File: src/rtl/pgm_pkg.sv
// Constants, field layouts and state types for the next-page, gigabit
// control/status and indirect management register bank.
// Assumes a 32-bit Avalon-MM slave port with byte addresses; each 16-bit
// register takes one aligned word at four times its index.
`default_nettype none

package pgm_pkg;

   // Register indexes; byte address is four times the index
   localparam logic [5:0] IDX_EXPANSION = 6'h06;
   localparam logic [5:0] IDX_NP_TX = 6'h07;
   localparam logic [5:0] IDX_NP_RX = 6'h08;
   localparam logic [5:0] IDX_GIG_CTRL = 6'h09;
   localparam logic [5:0] IDX_GIG_STAT = 6'h0a;
   localparam logic [5:0] IDX_MMD_CTRL = 6'h0d;
   localparam logic [5:0] IDX_MMD_DATA = 6'h0e;
   localparam logic [5:0] IDX_STAT_EXT1 = 6'h0f;

   // Next-page transmit fields
   localparam int NP_MORE_BIT = 15;
   localparam int NP_MSG_BIT = 13;
   localparam int NP_ACK2_BIT = 12;
   localparam int NP_TOGGLE_BIT = 11;
   localparam int NP_CODE_MSB = 10;
   localparam logic [15:0] NP_TX_RST = 16'h2001;
   localparam logic [15:0] NP_TX_WMASK = 16'hb7ff;

   // Gigabit control fields
   localparam int GC_TEST_LSB = 13;
   localparam int GC_MANUAL_BIT = 12;
   localparam int GC_MS_VAL_BIT = 11;
   localparam int GC_PORT_BIT = 10;
   localparam int GC_ADV_FDX_BIT = 9;
   localparam int GC_ADV_HDX_BIT = 8;
   localparam logic [15:0] GIG_CTRL_RST = 16'h0700;

   // Gigabit status: idle counter width and fixed extension word
   localparam int ERR_CNT_W = 8;
   localparam logic [7:0] ERR_CNT_MAX = 8'hff;
   localparam logic [15:0] STAT_EXT1_VAL = 16'h3000;
   localparam int PAGE_RX_BIT = 1;

   // Indirect access control fields and function codes
   localparam int MC_FN_LSB = 14;
   localparam int MC_DEV_MSB = 4;
   localparam logic [1:0] FN_ADDRESS = 2'h0;
   localparam logic [1:0] FN_DATA = 2'h1;
   localparam logic [1:0] FN_DATA_INC_RW = 2'h2;
   localparam logic [1:0] FN_DATA_INC_W = 2'h3;
   localparam logic [15:0] MMD_CTRL_RST = 16'h0000;

   // Sticky flag slots
   localparam int FLAG_FAULT = 0;
   localparam int FLAG_PAGE = 1;
   localparam int NUM_FLAGS = 2;

   // Bus slave sequencing
   typedef enum logic [1:0] {
      PGM_IDLE,
      PGM_MMD,
      PGM_DONE
   } pgm_bus_e;

endpackage

`default_nettype wire

File: src/rtl/pgm_err_cnt.sv
// Saturating idle error counter that clears on read.
// Assumes the reader passes back the value it reported, so that errors
// counted after the snapshot survive the clear.
`default_nettype none

module pgm_err_cnt (
   input wire logic core_clk,
   input wire logic rst,
   input wire logic inc,
   input wire logic clr,
   input wire logic [pgm_pkg::ERR_CNT_W-1:0] seen,
   output logic [pgm_pkg::ERR_CNT_W-1:0] cnt_q
);

   logic [pgm_pkg::ERR_CNT_W-1:0] base; // Value left after the clear

   ////////////////////////////////////////////////////////////////////////
   // Subtract only what was reported, then count the new error
   always_comb
   begin
      base = clr ? (cnt_q - seen) : cnt_q;
   end

   // Saturate rather than wrap: a wrapped count would hide a bad link
   always_ff @(posedge core_clk)
   begin
      if (rst)
      begin
         cnt_q <= '0;
      end
      else if (inc && base != pgm_pkg::ERR_CNT_MAX)
      begin
         cnt_q <= base + 8'h01;
      end
      else
      begin
         cnt_q <= base;
      end
   end

endmodule

`default_nettype wire

File: src/rtl/pgm_mmd_ptr.sv
// Stored register address for indirect management data accesses.
// Assumes load and step never matter together; load has priority.
`default_nettype none

module pgm_mmd_ptr (
   input wire logic core_clk,
   input wire logic rst,
   input wire logic load,
   input wire logic [15:0] load_val,
   input wire logic step,
   output logic [15:0] addr_q
);

   ////////////////////////////////////////////////////////////////////////
   // Address register; wraps at the top of the 16-bit space
   always_ff @(posedge core_clk)
   begin
      if (rst)
      begin
         addr_q <= 16'h0000;
      end
      else if (load)
      begin
         addr_q <= load_val;
      end
      else if (step)
      begin
         addr_q <= addr_q + 16'h0001;
      end
   end

endmodule

`default_nettype wire

File: src/rtl/pgm_regs.sv
// Top of the register bank: Avalon-MM slave, next-page words, gigabit
// control and status, and the indirect management window.
// Assumes the negotiation engine and coding layer drive the status inputs
// synchronously to core_clk; indirect data lives outside and answers a
// request with a one-cycle acknowledge.
`default_nettype none

module pgm_regs (
   input wire logic core_clk,
   input wire logic rst,
   // Avalon-MM slave
   input wire logic [7:0] avs_address,
   input wire logic avs_read,
   input wire logic avs_write,
   input wire logic [31:0] avs_writedata,
   input wire logic [3:0] avs_byteenable,
   output logic [31:0] avs_readdata,
   output logic avs_waitrequest,
   // Negotiation engine side
   input wire logic lcw_sent,
   input wire logic lcw_sent_toggle,
   input wire logic page_rx,
   input wire logic [15:0] page_rx_word,
   input wire logic ms_fault,
   input wire logic ms_resolved_master,
   input wire logic local_rx_ok,
   input wire logic remote_rx_ok,
   input wire logic link_partner_full_duplex,
   input wire logic link_partner_half_duplex,
   input wire logic idle_error,
   output logic [15:0] np_tx_word,
   output logic np_tx_load,
   output logic [2:0] test_mode,
   output logic force_master,
   output logic force_slave,
   output logic multi_port,
   output logic adv_full_duplex,
   output logic adv_half_duplex,
   // Indirect management data port
   output logic mmd_req,
   output logic mmd_we,
   output logic [4:0] target_device_select,
   output logic [15:0] mmd_addr,
   output logic [15:0] mmd_wdata,
   input wire logic mmd_ack,
   input wire logic [15:0] mmd_rdata
);

   pgm_pkg::pgm_bus_e state_q; // Bus slave sequence
   logic [15:0] np_tx_q; // Writable next-page fields
   logic toggle_q; // Toggle for the next word
   logic [15:0] np_rx_q; // Last partner next page
   logic [15:0] gig_ctrl_q; // Gigabit control
   logic [15:0] mmd_ctrl_q; // Indirect access control
   logic resolved_q; // Resolution, master is one
   logic local_ok_q; // Local receiver good
   logic remote_ok_q; // Remote receiver good
   logic lp_fdx_q; // Partner gigabit full duplex
   logic lp_hdx_q; // Partner gigabit half duplex
   logic [pgm_pkg::NUM_FLAGS-1:0] flag_q; // Sticky event flags
   logic [pgm_pkg::NUM_FLAGS-1:0] flag_set; // Hardware events
   logic [pgm_pkg::NUM_FLAGS-1:0] flag_clr; // Read of the flag's register
   logic [pgm_pkg::NUM_FLAGS-1:0] flag_seen; // Values the read reported
   logic [15:0] rdata; // Read mux
   logic [15:0] rdata_q; // Word returned, kept for the clears
   logic [15:0] wmask; // Byte lanes of the write
   logic [5:0] idx; // Word index of the access
   logic [5:0] idx_q; // Index held for the completing edge
   logic [1:0] fn; // Current indirect function
   logic is_data; // Access goes through the indirect window
   logic done_rd; // Read completes this edge
   logic done_wr; // Write completes this edge
   logic ptr_load; // Write of the stored address
   logic ptr_step; // Advance after a data access
   logic [7:0] err_cnt; // Idle error count
   logic [15:0] ptr; // Stored indirect address
   logic [15:0] mmd_rd_q; // Data returned by the window

   ////////////////////////////////////////////////////////////////////////
   // Decode
   always_comb
   begin
      idx = avs_address[7:2];
      fn = mmd_ctrl_q[pgm_pkg::MC_FN_LSB +: 2];
      wmask = {{8{avs_byteenable[1]}}, {8{avs_byteenable[0]}}};
      // Data functions reach the outside only for a data register access
      is_data = (idx == pgm_pkg::IDX_MMD_DATA) &&
                (fn != pgm_pkg::FN_ADDRESS);
      done_rd = (state_q == pgm_pkg::PGM_DONE) && avs_read;
      done_wr = (state_q == pgm_pkg::PGM_DONE) && avs_write;
   end

   ////////////////////////////////////////////////////////////////////////
   // Read mux; unmapped words read as zero
   always_comb
   begin
      rdata = 16'h0000;
      unique case (idx)
         pgm_pkg::IDX_EXPANSION:
         begin
            rdata[pgm_pkg::PAGE_RX_BIT] = flag_q[pgm_pkg::FLAG_PAGE];
         end
         pgm_pkg::IDX_NP_TX:
         begin
            rdata = np_tx_q;
            rdata[pgm_pkg::NP_TOGGLE_BIT] = toggle_q;
         end
         pgm_pkg::IDX_NP_RX:
         begin
            rdata = np_rx_q;
         end
         pgm_pkg::IDX_GIG_CTRL:
         begin
            rdata = gig_ctrl_q;
         end
         pgm_pkg::IDX_GIG_STAT:
         begin
            rdata = {flag_q[pgm_pkg::FLAG_FAULT], resolved_q, local_ok_q,
                     remote_ok_q, lp_fdx_q, lp_hdx_q, 2'b00,
                     err_cnt};
         end
         pgm_pkg::IDX_MMD_CTRL:
         begin
            rdata = mmd_ctrl_q;
         end
         pgm_pkg::IDX_MMD_DATA:
         begin
            rdata = is_data ? mmd_rd_q : ptr;
         end
         pgm_pkg::IDX_STAT_EXT1:
         begin
            rdata = pgm_pkg::STAT_EXT1_VAL;
         end
         default:
         begin
            rdata = 16'h0000;
         end
      endcase
   end

   ////////////////////////////////////////////////////////////////////////
   // Bus slave: answer one cycle after the request, or after the window
   // acknowledges. Writes and read side effects land on the edge where
   // the master sees waitrequest low.
   always_ff @(posedge core_clk)
   begin
      if (rst)
      begin
         state_q <= pgm_pkg::PGM_IDLE;
         avs_waitrequest <= 1'b1;
         rdata_q <= 16'h0000;
         idx_q <= 6'h00;
         mmd_req <= 1'b0;
         mmd_we <= 1'b0;
         mmd_wdata <= 16'h0000;
         mmd_rd_q <= 16'h0000;
      end
      else
      begin
         unique case (state_q)
            pgm_pkg::PGM_IDLE:
            begin
               if ((avs_read || avs_write) && is_data)
               begin
                  // Stall the bus until the indirect register answers
                  mmd_req <= 1'b1;
                  mmd_we <= avs_write;
                  mmd_wdata <= avs_writedata[15:0];
                  state_q <= pgm_pkg::PGM_MMD;
               end
               else if (avs_read || avs_write)
               begin
                  rdata_q <= rdata;
                  idx_q <= idx;
                  avs_waitrequest <= 1'b0;
                  state_q <= pgm_pkg::PGM_DONE;
               end
            end
            pgm_pkg::PGM_MMD:
            begin
               if (mmd_ack)
               begin
                  mmd_req <= 1'b0;
                  mmd_rd_q <= mmd_rdata;
                  rdata_q <= mmd_we ? 16'h0000 : mmd_rdata;
                  idx_q <= idx;
                  avs_waitrequest <= 1'b0;
                  state_q <= pgm_pkg::PGM_DONE;
               end
            end
            pgm_pkg::PGM_DONE:
            begin
               avs_waitrequest <= 1'b1;
               state_q <= pgm_pkg::PGM_IDLE;
            end
         endcase
      end
   end

   // Read data stays on the bus from the answer until the next one
   assign avs_readdata = {16'h0000, rdata_q};

   ////////////////////////////////////////////////////////////////////////
   // Next-page transmit word; toggle is owned by the engine
   always_ff @(posedge core_clk)
   begin
      if (rst)
      begin
         np_tx_q <= pgm_pkg::NP_TX_RST;
         np_tx_load <= 1'b0;
      end
      else
      begin
         np_tx_load <= done_wr && idx_q == pgm_pkg::IDX_NP_TX;
         if (done_wr && idx_q == pgm_pkg::IDX_NP_TX)
         begin
            np_tx_q <= (np_tx_q & ~(wmask & pgm_pkg::NP_TX_WMASK)) |
                       (avs_writedata[15:0] & wmask &
                        pgm_pkg::NP_TX_WMASK);
         end
      end
   end

   // Toggle follows the inverse of the word just sent
   always_ff @(posedge core_clk)
   begin
      if (rst)
      begin
         toggle_q <= 1'b0;
      end
      else if (lcw_sent)
      begin
         toggle_q <= ~lcw_sent_toggle;
      end
   end

   always_comb
   begin
      np_tx_word = np_tx_q;
      np_tx_word[pgm_pkg::NP_TOGGLE_BIT] = toggle_q;
   end

   ////////////////////////////////////////////////////////////////////////
   // Partner next page capture
   always_ff @(posedge core_clk)
   begin
      if (rst)
      begin
         np_rx_q <= 16'h0000;
      end
      else if (page_rx)
      begin
         np_rx_q <= page_rx_word;
      end
   end

   ////////////////////////////////////////////////////////////////////////
   // Gigabit control; test modes need media sense off first, which is
   // the manager's job and not checked here
   always_ff @(posedge core_clk)
   begin
      if (rst)
      begin
         gig_ctrl_q <= pgm_pkg::GIG_CTRL_RST;
      end
      else if (done_wr && idx_q == pgm_pkg::IDX_GIG_CTRL)
      begin
         gig_ctrl_q <= (gig_ctrl_q & ~wmask) |
                       (avs_writedata[15:0] & wmask);
      end
   end

   // Reserved test codes pass through; the transmitter treats them
   always_comb
   begin
      test_mode = gig_ctrl_q[pgm_pkg::GC_TEST_LSB +: 3];
      // Value bit has no effect unless manual configuration is on
      force_master = gig_ctrl_q[pgm_pkg::GC_MANUAL_BIT] &
                     gig_ctrl_q[pgm_pkg::GC_MS_VAL_BIT];
      force_slave = gig_ctrl_q[pgm_pkg::GC_MANUAL_BIT] &
                    ~gig_ctrl_q[pgm_pkg::GC_MS_VAL_BIT];
      multi_port = gig_ctrl_q[pgm_pkg::GC_PORT_BIT];
      adv_full_duplex = gig_ctrl_q[pgm_pkg::GC_ADV_FDX_BIT];
      adv_half_duplex = gig_ctrl_q[pgm_pkg::GC_ADV_HDX_BIT];
   end

   ////////////////////////////////////////////////////////////////////////
   // Gigabit status levels, registered from the engine
   always_ff @(posedge core_clk)
   begin
      if (rst)
      begin
         resolved_q <= 1'b1;
         local_ok_q <= 1'b0;
         remote_ok_q <= 1'b0;
         lp_fdx_q <= 1'b0;
         lp_hdx_q <= 1'b0;
      end
      else
      begin
         resolved_q <= ms_resolved_master;
         local_ok_q <= local_rx_ok;
         remote_ok_q <= remote_rx_ok;
         lp_fdx_q <= link_partner_full_duplex;
         lp_hdx_q <= link_partner_half_duplex;
      end
   end

   ////////////////////////////////////////////////////////////////////////
   // Sticky flags: a set in the clearing cycle wins, and a clear only
   // drops what the read reported
   always_comb
   begin
      flag_set[pgm_pkg::FLAG_FAULT] = ms_fault;
      flag_set[pgm_pkg::FLAG_PAGE] = page_rx;
      flag_clr[pgm_pkg::FLAG_FAULT] = done_rd &&
                                      idx_q == pgm_pkg::IDX_GIG_STAT;
      flag_clr[pgm_pkg::FLAG_PAGE] = done_rd &&
                                     idx_q == pgm_pkg::IDX_EXPANSION;
      flag_seen[pgm_pkg::FLAG_FAULT] = rdata_q[15];
      flag_seen[pgm_pkg::FLAG_PAGE] = rdata_q[pgm_pkg::PAGE_RX_BIT];
   end

   for (genvar i = 0; i < pgm_pkg::NUM_FLAGS; i++)
   begin : g_flag
      always_ff @(posedge core_clk)
      begin
         if (rst)
         begin
            flag_q[i] <= 1'b0;
         end
         else
         begin
            flag_q[i] <= flag_set[i] |
                         (flag_q[i] & ~(flag_clr[i] & flag_seen[i]));
         end
      end
   end

   ////////////////////////////////////////////////////////////////////////
   // Idle error counter, cleared by reading the status word
   pgm_err_cnt u_err_cnt (
      .core_clk(core_clk),
      .rst(rst),
      .inc(idle_error),
      .clr(done_rd && idx_q == pgm_pkg::IDX_GIG_STAT),
      .seen(rdata_q[7:0]),
      .cnt_q(err_cnt)
   );

   ////////////////////////////////////////////////////////////////////////
   // Indirect access control; reserved bits are kept as written
   always_ff @(posedge core_clk)
   begin
      if (rst)
      begin
         mmd_ctrl_q <= pgm_pkg::MMD_CTRL_RST;
      end
      else if (done_wr && idx_q == pgm_pkg::IDX_MMD_CTRL)
      begin
         mmd_ctrl_q <= (mmd_ctrl_q & ~wmask) |
                       (avs_writedata[15:0] & wmask);
      end
   end

   assign target_device_select = mmd_ctrl_q[pgm_pkg::MC_DEV_MSB:0];

   // Address writes under function zero; step after qualifying data access
   always_comb
   begin
      ptr_load = done_wr && idx_q == pgm_pkg::IDX_MMD_DATA &&
                 fn == pgm_pkg::FN_ADDRESS;
      ptr_step = (done_rd || done_wr) && idx_q == pgm_pkg::IDX_MMD_DATA &&
                 (fn == pgm_pkg::FN_DATA_INC_RW ||
                  (fn == pgm_pkg::FN_DATA_INC_W && done_wr));
   end

   pgm_mmd_ptr u_mmd_ptr (
      .core_clk(core_clk),
      .rst(rst),
      .load(ptr_load),
      .load_val((ptr & ~wmask) | (avs_writedata[15:0] & wmask)),
      .step(ptr_step),
      .addr_q(ptr)
   );

   assign mmd_addr = ptr;

endmodule

`default_nettype wire

File: config.mk
export PLATFORM = sky130hd
export DESIGN_NAME = pgm_regs
export DESIGN_NICKNAME = d
export VERILOG_FILES = /design/src/rtl/pgm_pkg.sv /design/src/rtl/pgm_err_cnt.sv /design/src/rtl/pgm_mmd_ptr.sv /design/src/rtl/pgm_regs.sv
export SDC_FILE = /design/constraint.sdc
export NUM_CORES = 1
export LEC_CHECK = 0
export BUFFER_PORTS_ARGS = -buffer_cell sky130_fd_sc_hd__buf_2
export CAP_MARGIN = 20
export CELL_PAD_IN_SITES_DETAIL_PLACEMENT = 1
export CELL_PAD_IN_SITES_GLOBAL_PLACEMENT = 1
export CORE_MARGIN = 4
export CORE_UTILIZATION = 41
export DETAILED_ROUTE_END_ITERATION = 10
export PLACE_DENSITY_LB_ADDON = 0.1
export SYNTH_ARGS = -nofsm -noshare
export SYNTH_HDL_FRONTEND = slang
export SYNTH_HIERARCHICAL = 1
export SYNTH_SLANG_ARGS = --single-unit
File: constraint.sdc
create_clock -name core_clk -period 3.35 [get_ports core_clk]
set_clock_uncertainty 0.15 [all_clocks]
set_input_delay 0.335 -clock core_clk [delete_from_list [all_inputs] [get_ports core_clk]]
set_output_delay 0.335 -clock core_clk [all_outputs]
set_load 0.01 [all_outputs]
==> results.cfg <==
[worst_setup_path]
crit_fanout = 5
critPathKind = flip-flop to flip-flop
arrival_ns = 3.24
worstPathRequired_ns = 3.52
critPathCaptureType = flip-flop
start_kind = flip-flop

[sta]
setup_viol = 0
fmax_mhz = 326
rsz0062_at_grt = false
finalCritPeriodShare_pct = 91.5
tightest_slew_ns = 1.04
period_needed_ns = 3.07
maxSlewViolCount = 0
max_slew_margin_pct = 30.9
hold_violations = 0
fin_tns_setup_ns = 0

[layout]
area_growth_pct = 20.7
diodes = 0
nets = 1202
fin_util_pct = 50.9
mostFrequentLayoutCells = dfxtp_1, buf_2, nand2_1
multi_input_area_sq_um = 4670
fillers = 2393
layout.cells.most_common = dfxtp_1
seq_area_sq_um = 3080
drive_gt1_share_pct = 23.6

[pwr]
ir_worst_vdd_mv = 0.314
p_leak_nw = 4.42
power_density_nw_per_um2 = 438

[placement]
port-buffer-count = 150
place_congestion = 0.859
dp_hpwl_mm = 20.9

[synth]
synth-compound-area-share_pct = 17.8
async_flop_share_pct = 0
synth_cell_type_count = 80
synth_mux_area_share_pct = 12.8
yosys.area_share.xor_xnor_pct = 2.22
ys.flop_type = dfxtp_1
syn_area_per_cell_sq_um = 8.70
synth-simple-area-share_pct = 20.5
netlist_area_sq_um = 8290
synth-edff-count = 0
yosysSeqAreaShare_pct = 37.2
yosys_warnings = 6
ys_ff_latch = 154
synth_fa_ha_area_share_pct = 2.20
netlist_instances = 953
synth_top_family_by_area = simple AND/OR/NAND/NOR gates

[global_routing]
antenna_found_initial = 0
grt_pass1_wl_mm = 44.0
grt_pass1_vias = 7727
gr-total-overflow = 0
grt_max_degree = 75
track_usage_pct = 25.4

[drt]
drtIter0Drc = 384
drtAntennaViolNets = 0
drcViolationCount = 0
vias = 7519
dr.pass1.iters = 5
wl_mm = 28.3
viasPerCell = 5.47
avgRoutedWirePerCell_um = 20.6

[floorplanning]
rows = 51
die_area_sq_um = 22600
die_h_um = 150
start_util_pct = 42.2
coreArea_sq_um = 19700
num_io_pins = 188
die_w_um = 150

[cts]
cts_resized = 0
cts_root_buf = clkbuf_16
h-tree-depth = 4
worstSkewPairLatency_ns = 0.43
clk_pin_slew_ns = 0.07
cts_buffers = 17
cts_sinks = 154
cts.path.max_buffers = 2
cts_tree = built

[hold_path]
hold_path_class = input port to flip-flop

[status]
status = complete, no violations

[job]
drv_cap = 0
[layer usage]
metal	vias to the layer above	global-route usage (%)	routed length (um)	part of all wire (%)
li1	3611	-	-	-
met1	3693	34.5	13200	47
met2	183	41.3	13100	46
met3	32	5.36	1530	5.4
met4	0	6.31	437	1.5
met5	-	0	0	0
[final timing paths]
kind / from / to / slack, ns / depth (start not counted)
worst max-delay path: state_q[0]$_SDFFE_PP0P_ / u_err_cnt/cnt_q[0]$_SDFF_PP0_ / 0.28 / 10
worst min-delay path: mmd_rdata[15] / mmd_rd_q[15]$_SDFFE_PP0P_ / 0.02 / 3
worst max register to register: state_q[0]$_SDFFE_PP0P_ / u_err_cnt/cnt_q[0]$_SDFF_PP0_ / 0.28 / 10
worst min register to register: mmd_wdata[1]$_SDFFE_PP0N_ / mmd_wdata[1]$_SDFFE_PP0N_ / 0.30 / 2
[synth_stat cells, drive strengths merged (12+ instances only)]
library cell / n / area share, %
ha: 13 / 2.0
a21oi: 83 / 5.1
a311oi: 16 / 2.4
xor2: 12 / 1.3
o21a: 12 / 1.1
inv: 27 / 1.2
buf: 47 / 4.1
nor2b: 14 / 1.1
mux2i: 80 / 9.7
nor2: 95 / 4.3
clkbuf: 41 / 1.9
dfxtp: 154 / 37
mux2: 23 / 3.2
nand2: 145 / 6.6
nand3: 16 / 0.97
o2bb2ai: 14 / 2.1
[worst max-delay path, stage by stage, from the launching register on]
cell      delay (ns)
dfxtp_1         0.33
inv_1           0.08
ha_1            0.27
nor4bb_1        0.32
and4b_1         0.28
inv_1           0.13
mux2i_1         0.32
ha_1            0.30
nand2_1         0.14
o31ai_2         0.27
mux2_2          0.37
[logic make-up (layout without fill, tap and decap cells)]
kind of cell | count (synthesis) | in the layout
AND/OR/NAND/NOR | 346 | 346
AO/OA/AOI/OAI | 199 | 199
flip-flops | 154 | 154
buffers and inverters | 115 | 256
multiplexers | 103 | 103
XOR/XNOR | 21 | 21
adder cells (fa/ha/maj) | 14 | 14
other | 1 | 17
[final cells by class]
| type | count | area share [%] |
|---|---|---|
| Timing Repair Buffer | 197 | 11.9 |
| Sequential cell | 154 | 30.8 |
| Multi-Input combinational cell | 700 | 46.7 |
| Tap cell | 265 | 3.31 |
| Clock buffer | 17 | 4.25 |
| Clock inverter | 15 | 2.01 |
| Inverter | 27 | 1.01 |
[metrics by stage]
stage	power (mW)	area, sq um	cells	hold slack, ns	setup WS (ns)
2_1_floorplan	2.25	8350	969	0.280	0.522
3_3_place_gp	2.39	9080	1313	0.291	0.329
3_5_place_dp	2.40	9080	1313	0.293	0.314
4_1_cts	4.43	10000	1375	0.00264	0.302
5_1_grt	4.56	10000	1375	0.0201	0.0424
6_report	4.38	10000	1375	0.0164	0.284
[report_power, final]
part           internal, mW  leakage (nW)  switching [mW]
clock network          1.08         0.299           0.916
registers              1.87          1.25          0.0332
logic                 0.199          2.87           0.279
[timing repair]
item	CTS	global route
hold buffers	30	0
setup buffers	0	0
hold endpoints to repair	29	0
No activity file was read; power rests on OpenSTA's default activity.
